==> src/pkg/decc_defines.vh <==
// Register offsets, field positions and constants for the capture pair
`ifndef DECC_DEFINES_VH
`define DECC_DEFINES_VH
// Byte offsets of the APB registers
`define DECC_OFF_CTRL     12'h000
`define DECC_OFF_CNT      12'h004
`define DECC_OFF_COUNTER_START_VALUE    12'h008
`define DECC_OFF_MOD      12'h00c
`define DECC_OFF_SC0      12'h010
`define DECC_OFF_SC1      12'h014
`define DECC_OFF_CV0      12'h018
`define DECC_OFF_CV1      12'h01c
`define DECC_OFF_FILT     12'h020
// Control register fields
`define DECC_CTRL_TEST    0
`define DECC_CTRL_PAIREN  1
`define DECC_CTRL_ARM     2
`define DECC_CTRL_RUN     3
// Channel status/control fields
`define DECC_SC_FLAG      7
`define DECC_SC_IRQEN     6
`define DECC_SC_REPEAT    4
`define DECC_SC_ELSH      3
`define DECC_SC_ELSL      2
`define DECC_SC_DMA       0
// Edge select codes
`define DECC_EDGE_RISE    2'b01
`define DECC_EDGE_FALL    2'b10
// Widths and reset values
`define DECC_CW           16
`define DECC_FW           4
`define DECC_PAIR_BASE    2'd0
`define DECC_ZERO16       16'h0000
`define DECC_MOD_RST      16'hffff
`define DECC_ONE16        16'h0001
`endif

==> src/decc_top.v <==
// Dual edge capture channel pair with capture test mode and DMA select
`include "decc_defines.vh"
module decc_top #(
    parameter [1:0] PAIR_INDEX = 2'd0 // Index of this channel pair
) (
    input  wire        pclk,
    input  wire        presetn,
    input  wire        psel,
    input  wire        penable,
    input  wire        pwrite,
    input  wire [11:0] paddr,
    input  wire [31:0] pwdata,
    output reg  [31:0] prdata,
    output reg         pready,
    output reg         pslverr,
    input  wire        even_input,
    input  wire        odd_input,
    input  wire        dma_done_even,
    input  wire        dma_done_odd,
    output reg         irq_even,
    output reg         irq_odd,
    output reg         dma_req_even,
    output reg         dma_req_odd
);
    // Control and counter state
    reg        capture_test_enable;      // Test mode
    reg        pair_capture_mode_enable; // Pair mode
    reg        pair_capture_arm;         // Measurement armed
    reg        counter_run;              // Counter clock enable
    reg [`DECC_CW-1:0] counter_value_reg;
    reg [`DECC_CW-1:0] counter_start_value;
    reg [`DECC_CW-1:0] counter_wrap_limit;
    reg [`DECC_FW-1:0] filter_value;     // Even input filter length
    // Per channel status/control, index 0 even, 1 odd
    reg [1:0] channel_event_flag;
    reg [1:0] channel_irq_enable;
    reg [1:0] dma_select;
    reg [1:0] edge_select_high;
    reg [1:0] edge_select_low;
    reg       capture_repeat_select;     // Even channel bit only matters
    reg [1:0] flag_read_armed;           // Status read saw flag set
    // Captured values and coherency buffers
    reg [`DECC_CW-1:0] cap_even;
    reg [`DECC_CW-1:0] cap_odd;
    reg [`DECC_CW-1:0] buf_even;
    reg [`DECC_CW-1:0] buf_odd;
    reg                odd_pending;      // Odd buffer waits for even read
    reg                second_due;       // Second edge of pair awaited
    // Input synchroniser and filter
    reg       sync1;
    reg       sync2;
    reg       sync3;
    reg       in_state;                  // Filtered input level
    reg [`DECC_FW-1:0] filt_cnt;

    // Counter next value: wraps from limit to start
    function [`DECC_CW-1:0] decc_next;
        input [`DECC_CW-1:0] cur;
        input [`DECC_CW-1:0] lim;
        input [`DECC_CW-1:0] start;
        begin
            if (cur == lim)
                decc_next = start;
            else
                decc_next = cur + `DECC_ONE16;
        end
    endfunction

    // Edge match for a two-bit select code against an edge pair
    function decc_edge;
        input [1:0] code;
        input       rise;
        input       fall;
        begin
            decc_edge = ((code == `DECC_EDGE_RISE) && rise) ||
                        ((code == `DECC_EDGE_FALL) && fall);
        end
    endfunction

    // APB decode; zero wait states
    wire setup_wr = psel && !penable && pwrite;
    wire acc      = psel && penable;
    wire wr       = acc && pwrite;
    wire rd       = acc && !pwrite;
    wire mapped   = (paddr[1:0] == 2'b00) && (paddr <= `DECC_OFF_FILT);

    // Filter allowed only on pairs 0 and 2
    // filter gating by pair
    wire filt_ok  = (PAIR_INDEX == 2'd0) || (PAIR_INDEX == 2'd2);
    wire filt_on  = filt_ok && (filter_value != {`DECC_FW{1'b0}});

    // Three-stage synchroniser; a change counts when stages 2 and 3 agree
    always @(posedge pclk or negedge presetn) begin
        if (!presetn) begin
            sync1 <= 1'b0;
            sync2 <= 1'b0;
            sync3 <= 1'b0;
        end else begin
            sync1 <= even_input;
            sync2 <= sync1;
            sync3 <= sync2;
        end
    end

    // Glitch filter: new level must hold filter_value cycles
    always @(posedge pclk or negedge presetn) begin
        if (!presetn) begin
            in_state <= 1'b0;
            filt_cnt <= {`DECC_FW{1'b0}};
        end else if (sync2 != sync3 || sync3 == in_state) begin
            // Unstable or unchanged: restart the count
            filt_cnt <= {`DECC_FW{1'b0}};
        end else if (!filt_on || filt_cnt == filter_value) begin
            in_state <= sync3;
            filt_cnt <= {`DECC_FW{1'b0}};
        end else begin
            filt_cnt <= filt_cnt + {{(`DECC_FW-1){1'b0}}, 1'b1};
        end
    end

    // Edge events on the even input; odd input is never looked at
    // even input only
    reg  in_prev;
    always @(posedge pclk or negedge presetn) begin
        if (!presetn)
            in_prev <= 1'b0;
        else
            in_prev <= in_state;
    end
    wire rise = in_state && !in_prev;
    wire fall = !in_state && in_prev;
    wire [1:0] code_e = {edge_select_high[0], edge_select_low[0]};
    wire [1:0] code_o = {edge_select_high[1], edge_select_low[1]};
    // Same codes give a period, different codes a pulse width
    // codes decide measurement
    wire hit_even = pair_capture_mode_enable && pair_capture_arm &&
                    decc_edge(code_e, rise, fall);
    wire hit_odd  = pair_capture_mode_enable && pair_capture_arm &&
                    channel_event_flag[0] && decc_edge(code_o, rise, fall);
    // In one-shot the even edge is taken once per arming
    // one pair per arm
    wire take_even = hit_even && !second_due &&
                     (capture_repeat_select || !channel_event_flag[0]);
    wire take_odd  = hit_odd && second_due;
    always @(posedge pclk or negedge presetn) begin
        if (!presetn)
            second_due <= 1'b0;
        else if (take_even || take_odd || !pair_capture_arm)
            second_due <= take_even;
    end

    wire test_wr = wr && (paddr == `DECC_OFF_CNT) && capture_test_enable;
    wire rd_sc0  = rd && (paddr == `DECC_OFF_SC0);
    wire rd_sc1  = rd && (paddr == `DECC_OFF_SC1);
    wire wr_sc0  = wr && (paddr == `DECC_OFF_SC0);
    wire wr_sc1  = wr && (paddr == `DECC_OFF_SC1);
    wire rd_cv0  = rd && (paddr == `DECC_OFF_CV0);

    // Counter and configuration registers
    always @(posedge pclk or negedge presetn) begin
        if (!presetn) begin
            counter_value_reg        <= `DECC_ZERO16;
            counter_start_value      <= `DECC_ZERO16;
            counter_wrap_limit       <= `DECC_MOD_RST;
            capture_test_enable      <= 1'b0;
            pair_capture_mode_enable <= 1'b0;
            counter_run              <= 1'b0;
            filter_value             <= {`DECC_FW{1'b0}};
        end else begin
            if (wr && paddr == `DECC_OFF_CTRL) begin
                capture_test_enable      <= pwdata[`DECC_CTRL_TEST];
                pair_capture_mode_enable <= pwdata[`DECC_CTRL_PAIREN];
                counter_run              <= pwdata[`DECC_CTRL_RUN];
            end
            if (wr && paddr == `DECC_OFF_COUNTER_START_VALUE)
                counter_start_value <= pwdata[`DECC_CW-1:0];
            if (wr && paddr == `DECC_OFF_MOD)
                counter_wrap_limit <= pwdata[`DECC_CW-1:0];
            if (wr && paddr == `DECC_OFF_FILT)
                filter_value <= pwdata[`DECC_FW-1:0];
            if (test_wr)
                counter_value_reg <= decc_next(pwdata[`DECC_CW-1:0],
                                               counter_wrap_limit,
                                               counter_start_value);
            else if (wr && paddr == `DECC_OFF_CNT)
                // Normal write reloads the start value
                counter_value_reg <= counter_start_value;
            else if (counter_run && !capture_test_enable)
                counter_value_reg <= decc_next(counter_value_reg,
                                               counter_wrap_limit,
                                               counter_start_value);
        end
    end

    // Arm bit: software sets, one-shot clears it on the second edge
    always @(posedge pclk or negedge presetn) begin
        if (!presetn)
            pair_capture_arm <= 1'b0;
        else if (take_odd && !capture_repeat_select)
            pair_capture_arm <= 1'b0;
        else if (wr && paddr == `DECC_OFF_CTRL)
            pair_capture_arm <= pwdata[`DECC_CTRL_ARM];
    end

    // Channel status/control fields
    always @(posedge pclk or negedge presetn) begin
        if (!presetn) begin
            channel_irq_enable    <= 2'b00;
            dma_select            <= 2'b00;
            edge_select_high      <= 2'b00;
            edge_select_low       <= 2'b00;
            capture_repeat_select <= 1'b0;
        end else begin
            if (wr_sc0) begin
                channel_irq_enable[0] <= pwdata[`DECC_SC_IRQEN];
                dma_select[0]         <= pwdata[`DECC_SC_DMA];
                edge_select_high[0]   <= pwdata[`DECC_SC_ELSH];
                edge_select_low[0]    <= pwdata[`DECC_SC_ELSL];
                capture_repeat_select <= pwdata[`DECC_SC_REPEAT];
            end
            if (wr_sc1) begin
                channel_irq_enable[1] <= pwdata[`DECC_SC_IRQEN];
                dma_select[1]         <= pwdata[`DECC_SC_DMA];
                edge_select_high[1]   <= pwdata[`DECC_SC_ELSH];
                edge_select_low[1]    <= pwdata[`DECC_SC_ELSL];
            end
        end
    end

    // Event flags: hardware set wins over every clear
    reg [1:0] set_f;
    reg [1:0] clr_f;
    reg [1:0] sw_clr;
    integer i;
    always @* begin
        set_f  = {take_odd, take_even};
        sw_clr = {wr_sc1 && !pwdata[`DECC_SC_FLAG] && flag_read_armed[1],
                  wr_sc0 && !pwdata[`DECC_SC_FLAG] && flag_read_armed[0]};
        if (test_wr)
            set_f = 2'b11;
        for (i = 0; i < 2; i = i + 1) begin
            if (dma_select[i] && channel_irq_enable[i])
                clr_f[i] = (i == 0) ? dma_done_even : dma_done_odd;
            else
                // DMA done or read then write zero
                clr_f[i] = (dma_select[i] &&
                            ((i == 0) ? dma_done_even : dma_done_odd)) ||
                           sw_clr[i];
        end
        if (pair_capture_mode_enable && capture_repeat_select &&
            pair_capture_arm)
            clr_f[0] = 1'b0;
    end

    always @(posedge pclk or negedge presetn) begin
        if (!presetn) begin
            channel_event_flag <= 2'b00;
            flag_read_armed    <= 2'b00;
        end else begin
            channel_event_flag <= set_f | (channel_event_flag & ~clr_f);
            // Remember a status read that saw the flag set
            if (rd_sc0 && channel_event_flag[0])
                flag_read_armed[0] <= 1'b1;
            else if (wr_sc0)
                flag_read_armed[0] <= 1'b0;
            if (rd_sc1 && channel_event_flag[1])
                flag_read_armed[1] <= 1'b1;
            else if (wr_sc1)
                flag_read_armed[1] <= 1'b0;
        end
    end

    // Captures; pair mode goes through buffers for read coherency
    always @(posedge pclk or negedge presetn) begin
        if (!presetn) begin
            cap_even    <= `DECC_ZERO16;
            cap_odd     <= `DECC_ZERO16;
            buf_even    <= `DECC_ZERO16;
            buf_odd     <= `DECC_ZERO16;
            odd_pending <= 1'b0;
        end else if (test_wr) begin
            cap_even    <= pwdata[`DECC_CW-1:0];
            cap_odd     <= pwdata[`DECC_CW-1:0];
            odd_pending <= 1'b0;
        end else begin
            if (take_even)
                buf_even <= counter_value_reg;
            if (take_odd) begin
                cap_even    <= buf_even;
                buf_odd     <= counter_value_reg;
                odd_pending <= 1'b1;
            end else if (rd_cv0 && odd_pending) begin
                // Odd value moves only once the even one is read
                // even read releases odd
                cap_odd     <= buf_odd;
                odd_pending <= 1'b0;
            end
        end
    end

    // Read mux
    reg [31:0] next_prdata;
    always @* begin
        next_prdata = 32'h0000_0000;
        case (paddr)
            `DECC_OFF_CTRL:  next_prdata = {28'h0, counter_run,
                                 pair_capture_arm, pair_capture_mode_enable,
                                 capture_test_enable};
            `DECC_OFF_CNT:   next_prdata = {16'h0, counter_value_reg};
            `DECC_OFF_COUNTER_START_VALUE: next_prdata = {16'h0, counter_start_value};
            `DECC_OFF_MOD:   next_prdata = {16'h0, counter_wrap_limit};
            `DECC_OFF_SC0:   next_prdata = {24'h0, channel_event_flag[0],
                                 channel_irq_enable[0], 1'b0,
                                 capture_repeat_select, edge_select_high[0],
                                 edge_select_low[0], 1'b0, dma_select[0]};
            `DECC_OFF_SC1:   next_prdata = {24'h0, channel_event_flag[1],
                                 channel_irq_enable[1], 2'b00,
                                 edge_select_high[1], edge_select_low[1],
                                 1'b0, dma_select[1]};
            `DECC_OFF_CV0:   next_prdata = {16'h0, cap_even};
            `DECC_OFF_CV1:   next_prdata = {16'h0, cap_odd};
            `DECC_OFF_FILT:  next_prdata = {28'h0, filter_value};
            default:         next_prdata = 32'h0000_0000;
        endcase
    end

    // APB outputs: data registered in setup, pready in access
    always @(posedge pclk or negedge presetn) begin
        if (!presetn) begin
            prdata  <= 32'h0000_0000;
            pready  <= 1'b0;
            pslverr <= 1'b0;
        end else begin
            pready  <= psel && !penable;
            pslverr <= psel && !penable && !mapped;
            if (psel && !penable && !setup_wr)
                prdata <= next_prdata;
        end
    end

    // Request outputs
    // DMA select steers request
    always @(posedge pclk or negedge presetn) begin
        if (!presetn) begin
            irq_even     <= 1'b0;
            irq_odd      <= 1'b0;
            dma_req_even <= 1'b0;
            dma_req_odd  <= 1'b0;
        end else begin
            irq_even     <= channel_event_flag[0] &&
                            channel_irq_enable[0] && !dma_select[0];
            irq_odd      <= channel_event_flag[1] &&
                            channel_irq_enable[1] && !dma_select[1];
            dma_req_even <= channel_event_flag[0] &&
                            channel_irq_enable[0] && dma_select[0];
            dma_req_odd  <= channel_event_flag[1] &&
                            channel_irq_enable[1] && dma_select[1];
        end
    end
endmodule

==> config.mk <==
export PLATFORM = sky130hd
export DESIGN_NAME = decc_top
export DESIGN_NICKNAME = d
export VERILOG_FILES = /design/src/decc_top.v
export VERILOG_INCLUDE_DIRS = /design/src /design/src/pkg
export SDC_FILE = /design/constraint.sdc
export NUM_CORES = 1
export LEC_CHECK = 0
export ABC_CLOCK_PERIOD_IN_PS = 6400
export BUFFER_PORTS_ARGS = -buffer_cell sky130_fd_sc_hd__buf_2
export CELL_PAD_IN_SITES_DETAIL_PLACEMENT = 1
export CELL_PAD_IN_SITES_GLOBAL_PLACEMENT = 1
export CORE_MARGIN = 2
export CORE_UTILIZATION = 35
export DETAILED_ROUTE_END_ITERATION = 6
export GPL_TIMING_DRIVEN = 1
export PLACE_DENSITY = 0.71
export REMOVE_ABC_BUFFERS = 1
export SLEW_MARGIN = 20
export SYNTH_ARGS = -nofsm -noshare
export SYNTH_HDL_FRONTEND = slang
export SYNTH_SLANG_ARGS = --single-unit
==> constraint.sdc <==
create_clock -name pclk -period 6.4 [get_ports pclk]
set_input_delay 0.32 -clock pclk [delete_from_list [all_inputs] [get_ports pclk]]
set_output_delay 0.32 -clock pclk [all_outputs]
set_load 0.02 [all_outputs]
After elaboration in Yosys (flattened, before gate mapping)
Cells that the tools add are included.
{ "totals": {"ff_bits": 182, "wordCells": 183, "output_inout_bits": 38, "in_bits": 53} }
{ "op_classes": {"n_mux": 26, "addsub": 3, "reduce_logical": 91, "eq_ne": 18, "order_cmp": 1, "bitwise": 5} }
{ "op_table": {"columns": ["cell", "count"], "rows": [
  ["2-to-1 mux 16 bit", 10],
  ["one-hot mux 16 bit (9 select lines)", 1],
  ["logical AND 1 bit", 53],
  ["equality test 12 x 5 -> 1 bit, second input constant", 4],
  ["adder 16 x 1 -> 16 bit, second input constant", 2],
  ["equality test 16 bit", 2],
  ["equality test 12 x 4 -> 1 bit, second input constant", 2],
  ["zero test 1 bit", 15],
  ["equality test 12 x 3 -> 1 bit, second input constant", 1],
  ["equality test 12 x 6 -> 1 bit, second input constant", 1],
  ["less-or-equal comparator 12 x 6 -> 1 bit, second input constant", 1],
  ["zero test 12 bit", 1],
  ["2-to-1 mux 1 bit", 12],
  ["nonzero test 2 bit", 5],
  ["logical OR 1 bit", 9],
  ["2-to-1 mux 4 bit", 2],
  ["AND reduction 2 bit", 4],
  ["nonzero test 3 bit", 2],
  ["adder 4 x 1 -> 4 bit, second input constant", 1],
  ["equality test 2 x 1 -> 1 bit, second input constant", 2],
  ["equality test 2 bit, second input constant", 2],
  ["equality test 4 bit", 1],
  ["nonzero test 4 bit", 1],
  ["AND 2 bit", 1],
  ["other kinds (8)", 9]
]} }

Longest topological paths before layout
{ "depth": {"word_depth": 11, "depth_mapped": 9, "mapped_depth_nobuf": 7} }

Worst setup path after synthesis
No wires, ideal clock.
{ "synth_timing": {"path_kind": "in2reg", "start": "input paddr[7]", "end": "register counter_wrap_limit[15]", "required_ns": 6.318, "stages": 6, "t_arrival_ns": 2.208, "n_path_buf": 2, "path_slack_ns": 4.110, "setup_ns": 0.082, "path_cell_list": "or4_1 nor3_1 and3_1 buf_4 buf_4 mux2_2"} }
{ "synth_via": {"elab_chain_cells": 2} }
{ "synth_rtl": {"columns": ["element", "line", "source"], "rows": [
  ["from (decl)", "decc_top.v:11", "input wire [11:0] paddr,"],
  ["equality test 12 x 4 -> 1 bit", null, null],
  ["logical AND 1 bit (no source line)", null, null],
  ["to (signal assigned)", "decc_top.v:164", "counter_wrap_limit <= `DECC_MOD_RST;"],
  ["to (signal assigned)", "decc_top.v:178", "counter_wrap_limit <= pwdata[`DECC_CW-1:0];"],
  ["to (decl)", "decc_top.v:32", "reg [`DECC_CW-1:0] counter_wrap_limit;"]
]} }
Every way passes these cells.
A chain may end at the register's enable or synchronous reset.

Final worst setup path
{ "layout_timing": {"start": "register counter_value_reg[3]", "end": "register counter_value_reg[14]"} }
{ "layout_via": {"elab_chain_cells": 5, "word_cells_on_any_way": 6, "classes_between": "add/sub: 1; eq/ne: 1; mux: 4"} }
{ "layout_rtl": {"columns": ["element", "line", "source"], "rows": [
  ["from (decl)", "decc_top.v:30", "reg [`DECC_CW-1:0] counter_value_reg;"],
  ["from (signal assigned)", "decc_top.v:162", "counter_value_reg <= `DECC_ZERO16;"],
  ["from (signal assigned)", "decc_top.v:182", "counter_value_reg <= decc_next(pwdata[`DECC_CW-1:0],"],
  ["from (signal assigned)", "decc_top.v:187", "counter_value_reg <= counter_start_value;"],
  ["adder 16 x 1 -> 16 bit (no source line) / equality test 16 bit (equally long branches)", null, null],
  ["2-to-1 mux 16 bit *", "decc_top.v:62", "if (cur == lim)"],
  ["2-to-1 mux 16 bit *", "decc_top.v:188", "else if (counter_run && !capture_test_enable)"],
  ["2-to-1 mux 16 bit *", "decc_top.v:185", "else if (wr && paddr == `DECC_OFF_CNT)"],
  ["2-to-1 mux 16 bit *", "decc_top.v:181", "if (test_wr)"]
]} }
Mark *: on every way between the ends. The rest lies on a longest branch, timed or not. The select of a mux whose other input is x is not followed.

==> impl_metrics.env <==
export IMPL_clk_insertion_delay_late_ns=0.43
export IMPL_cp_startpoint="counter_value_reg[3]"
export IMPL_required_ns=6.74
export IMPL_slew_headroom=0.2820
export IMPL_crit_family="compound AO/OA/AOI/OAI gates"
export IMPL_cts_sink_count=166
export IMPL_wirelength_um=29490
export IMPL_synth_edff_count=0
export IMPL_p_leak_nw=4.626
export IMPL_worstMarginPinSlew_ns=1.076
export IMPL_yosys_top_cells_count="dfrtp_1, nand2_1, mux2_2, clkbuf_1, xor2_1"
export IMPL_final_cells=1233
export IMPL_cp_slowest_stage_delay_ns=0.84
export IMPL_yosys_top_cells_area="dfrtp_1, mux2_2, dfstp_2"
export IMPL_cts_resized=0
export IMPL_ys_seq_area_frac=0.4639
export IMPL_p_comb_frac=0.051
export IMPL_cts_tree="done"
export IMPL_syn_cell_area_um2=8997
export IMPL_synth_main_ff_cell="dfrtp_1"
export IMPL_synth_top_area_cell="dfrtp_1"
export IMPL_drtIter0Drc=591
export IMPL_synth_most_common_cell="dfrtp_1"
export IMPL_path_class="reg -> reg"
export IMPL_setup_violations=0
export IMPL_holdBufCountCts=2
export IMPL_ys_types=68
export IMPL_grt_usage=0.2249
export IMPL_via_count=7177
export IMPL_die_w_um=164.3
export IMPL_pwr_share_clk=0.459
export IMPL_rows=58
export IMPL_drv_cap=0
export IMPL_drc=0
export IMPL_coreArea_um2=25180
export IMPL_ios=91
export IMPL_synth_top_area_share=0.4172
export IMPL_setup_ws_ns=3.278
export IMPL_crit_fanout=10
export IMPL_max_clock_freq_mhz=320.3
export IMPL_die_h_um=164.3
export IMPL_post_route_period_util=0.4878
export IMPL_fin_crit_ns=3.122
export IMPL_clk_pin_slew_ns=0.07
export IMPL_yosysWarnings=0
export IMPL_hpwl_um=19890
export IMPL_seqPwrFrac=0.491
export IMPL_reg2reg_depth=6
export IMPL_total_power_mw=2.160
export IMPL_p_int_mw=1.598
export IMPL_synth_seq_cells=166
export IMPL_power_share_switching=0.2602
export IMPL_r2r_start="counter_value_reg[3]"
export IMPL_vdd_drop_max_mv=0.1332
export IMPL_hold_start="penable"
export IMPL_path_common_cell="o21ai_0"
export IMPL_diodes=0
export IMPL_syn_avg_cell_area_um2=10.40
export IMPL_async_reset_ff_frac=1.000
export IMPL_cts_htree_levels=4
export IMPL_r2r_slack_ns=3.28
export IMPL_design_die_area_um2=27010
export IMPL_start_kind="flop"
export IMPL_num_nets_final=946
export IMPL_report_final_hold_viol_count=0
export IMPL_dp_slack_ns=3.009
export IMPL_cts_inserted_buffers=17
export IMPL_power_net_switching_uw=561.9
export IMPL_antenna_found_initial=0
export IMPL_setup_tns_ns=0
export IMPL_dr_pass1_iters=5
export IMPL_worst_path_stages=6
export IMPL_clockBufferDepth=2
export IMPL_cts_setup_buffers=0
export IMPL_rsz0062_at_grt="false"
export IMPL_grt_pass1_vias=7534
export IMPL_area_growth_syn_to_layout_pct=11.57
export IMPL_synth_cells=865
export IMPL_fin_skew_ns=0.01051
export IMPL_cp_num_buf_inv=0
export IMPL_critPathSlowestCell="o21ai_0"
export IMPL_hp_class="in -> reg"
export IMPL_finalWeightedCongestion=0.8906
export IMPL_port_buffers=57
export IMPL_viasPerCell=5.821
export IMPL_grt_max_degree=64
export IMPL_drive_gt1_frac=0.2414
export IMPL_setup_worst_path_end_class="flop"
export IMPL_cp_cell_sequence="xor2_1 > nor4_1 > nand4_1 > o21ai_0 > a22oi_1 > o21ai_0"
export IMPL_power_density_nw_per_um2=215.2
export IMPL_antenna_left=0
export IMPL_hold_depth=2
export IMPL_avgRoutedWirePerCell_um=23.92
export IMPL_overflow=0
export IMPL_dp_cells=1199
export IMPL_grt_pass1_wl_um=45420
export IMPL_status="finished clean"
export IMPL_cp_data_arrival_time_ns=3.46
export IMPL_start_util=0.3573
export IMPL_root_buffer="clkbuf_16"
export IMPL_finalMaxSlewViolations=0
-- path summary, 6_finish.rpt --
path | end
worst max register to register | counter_value_reg[14]
max in group asynchronous | cap_even[11]
min in group asynchronous | edge_select_high[1]
worst min-delay path | pready
worst max-delay path | counter_value_reg[14]
worst min register to register | sync2
-- per-stage QoR --
| step | util | hold WS (ns) | instance area, um^2 |
|---|---|---|---|
| floorplan | - | 0.02441 | 8641 |
| global placement | 0.3755 | 0.3166 | 9455 |
| detailed placement | 0.3755 | 0.3244 | 9455 |
| CTS | 0.3984 | 0.1394 | 10030 |
| global route | 0.3986 | 0.1763 | 10040 |
| finish | 0.3986 | 0.1503 | 10040 |
-- cells by family after synthesis --
logic type / Yosys count / synth area share
other: 1 / 0.0004168
AND/OR/NAND/NOR: 255 / 0.1489
buffers and inverters: 92 / 0.05048
adder cells (fa/ha/maj): 3 / 0.004172
flip-flops: 166 / 0.4639
multiplexers: 111 / 0.1395
XOR/XNOR: 55 / 0.05354
AO/OA/AOI/OAI: 182 / 0.1391
-- worst reg2reg max path: cells and delay by family, from the launching register on --
kind            cells  cell delay, ns
compound gates      3            1.27
simple gates        2            0.96
flops               1            0.54
xor+xnor            1            0.24
-- placed cells by master (no fill, tap or decap), types with 4 or more instances in the layout --
cell / n
o211ai_1: 4
a21oi_1: 24
dfstp_2: 16
inv_1: 11
o21ai_0: 39
a21o_1: 14
nand3_1: 22
a22oi_1: 39
nor4_1: 17
dfrtp_1: 150
nor4b_1: 4
a31oi_1: 10
nand4_1: 12
a221oi_1: 5
nor4bb_1: 4
xor2_1: 40
clkbuf_16: 17
mux2_2: 75
nor2_1: 28
xnor2_1: 15
and2_1: 5
nor3_1: 18
a222oi_1: 10
nand2_1: 92
mux2i_1: 26
nor2b_1: 6
inv_6: 5
and3_1: 16
o2bb2ai_1: 4
mux2_4: 10
conb_1: 16
buf_4: 13
buf_2: 56
o22ai_1: 7
-- layer usage --
metal / part of all wire / up-vias / track usage / wire length, um
li1: - / 3179 / - / -
met1: 0.44 / 3698 / 0.2987 / 13120
met2: 0.48 / 250 / 0.3754 / 14090
met3: 0.052 / 50 / 0.03258 / 1520
met4: 0.026 / 0 / 0.07695 / 760
met5: 0 / - / 0 / 0
-- cell type report --
cell class,instances,area (um^2)
Fill cell,2805,15140
Multi-Input combinational cell,622,4443
Sequential cell,166,4174
Clock buffer,18,439.2
Tap cell,330,412.9
Timing Repair Buffer,72,409.1
Clock inverter,14,118.9
Inverter,11,41.29
-- power by group through the flow --
stage / Clock (mW) / Combinational [mW] / Sequential (mW)
detailed placement: 0 / 0.108 / 1.08
floorplan: 0 / 0.0385 / 1.08
global placement: 0 / 0.107 / 1.08
CTS: 1.01 / 0.110 / 1.06
global route: 1.05 / 0.120 / 1.06
finish: 0.990 / 0.110 / 1.06
No activity file was read; power rests on OpenSTA's default activity.
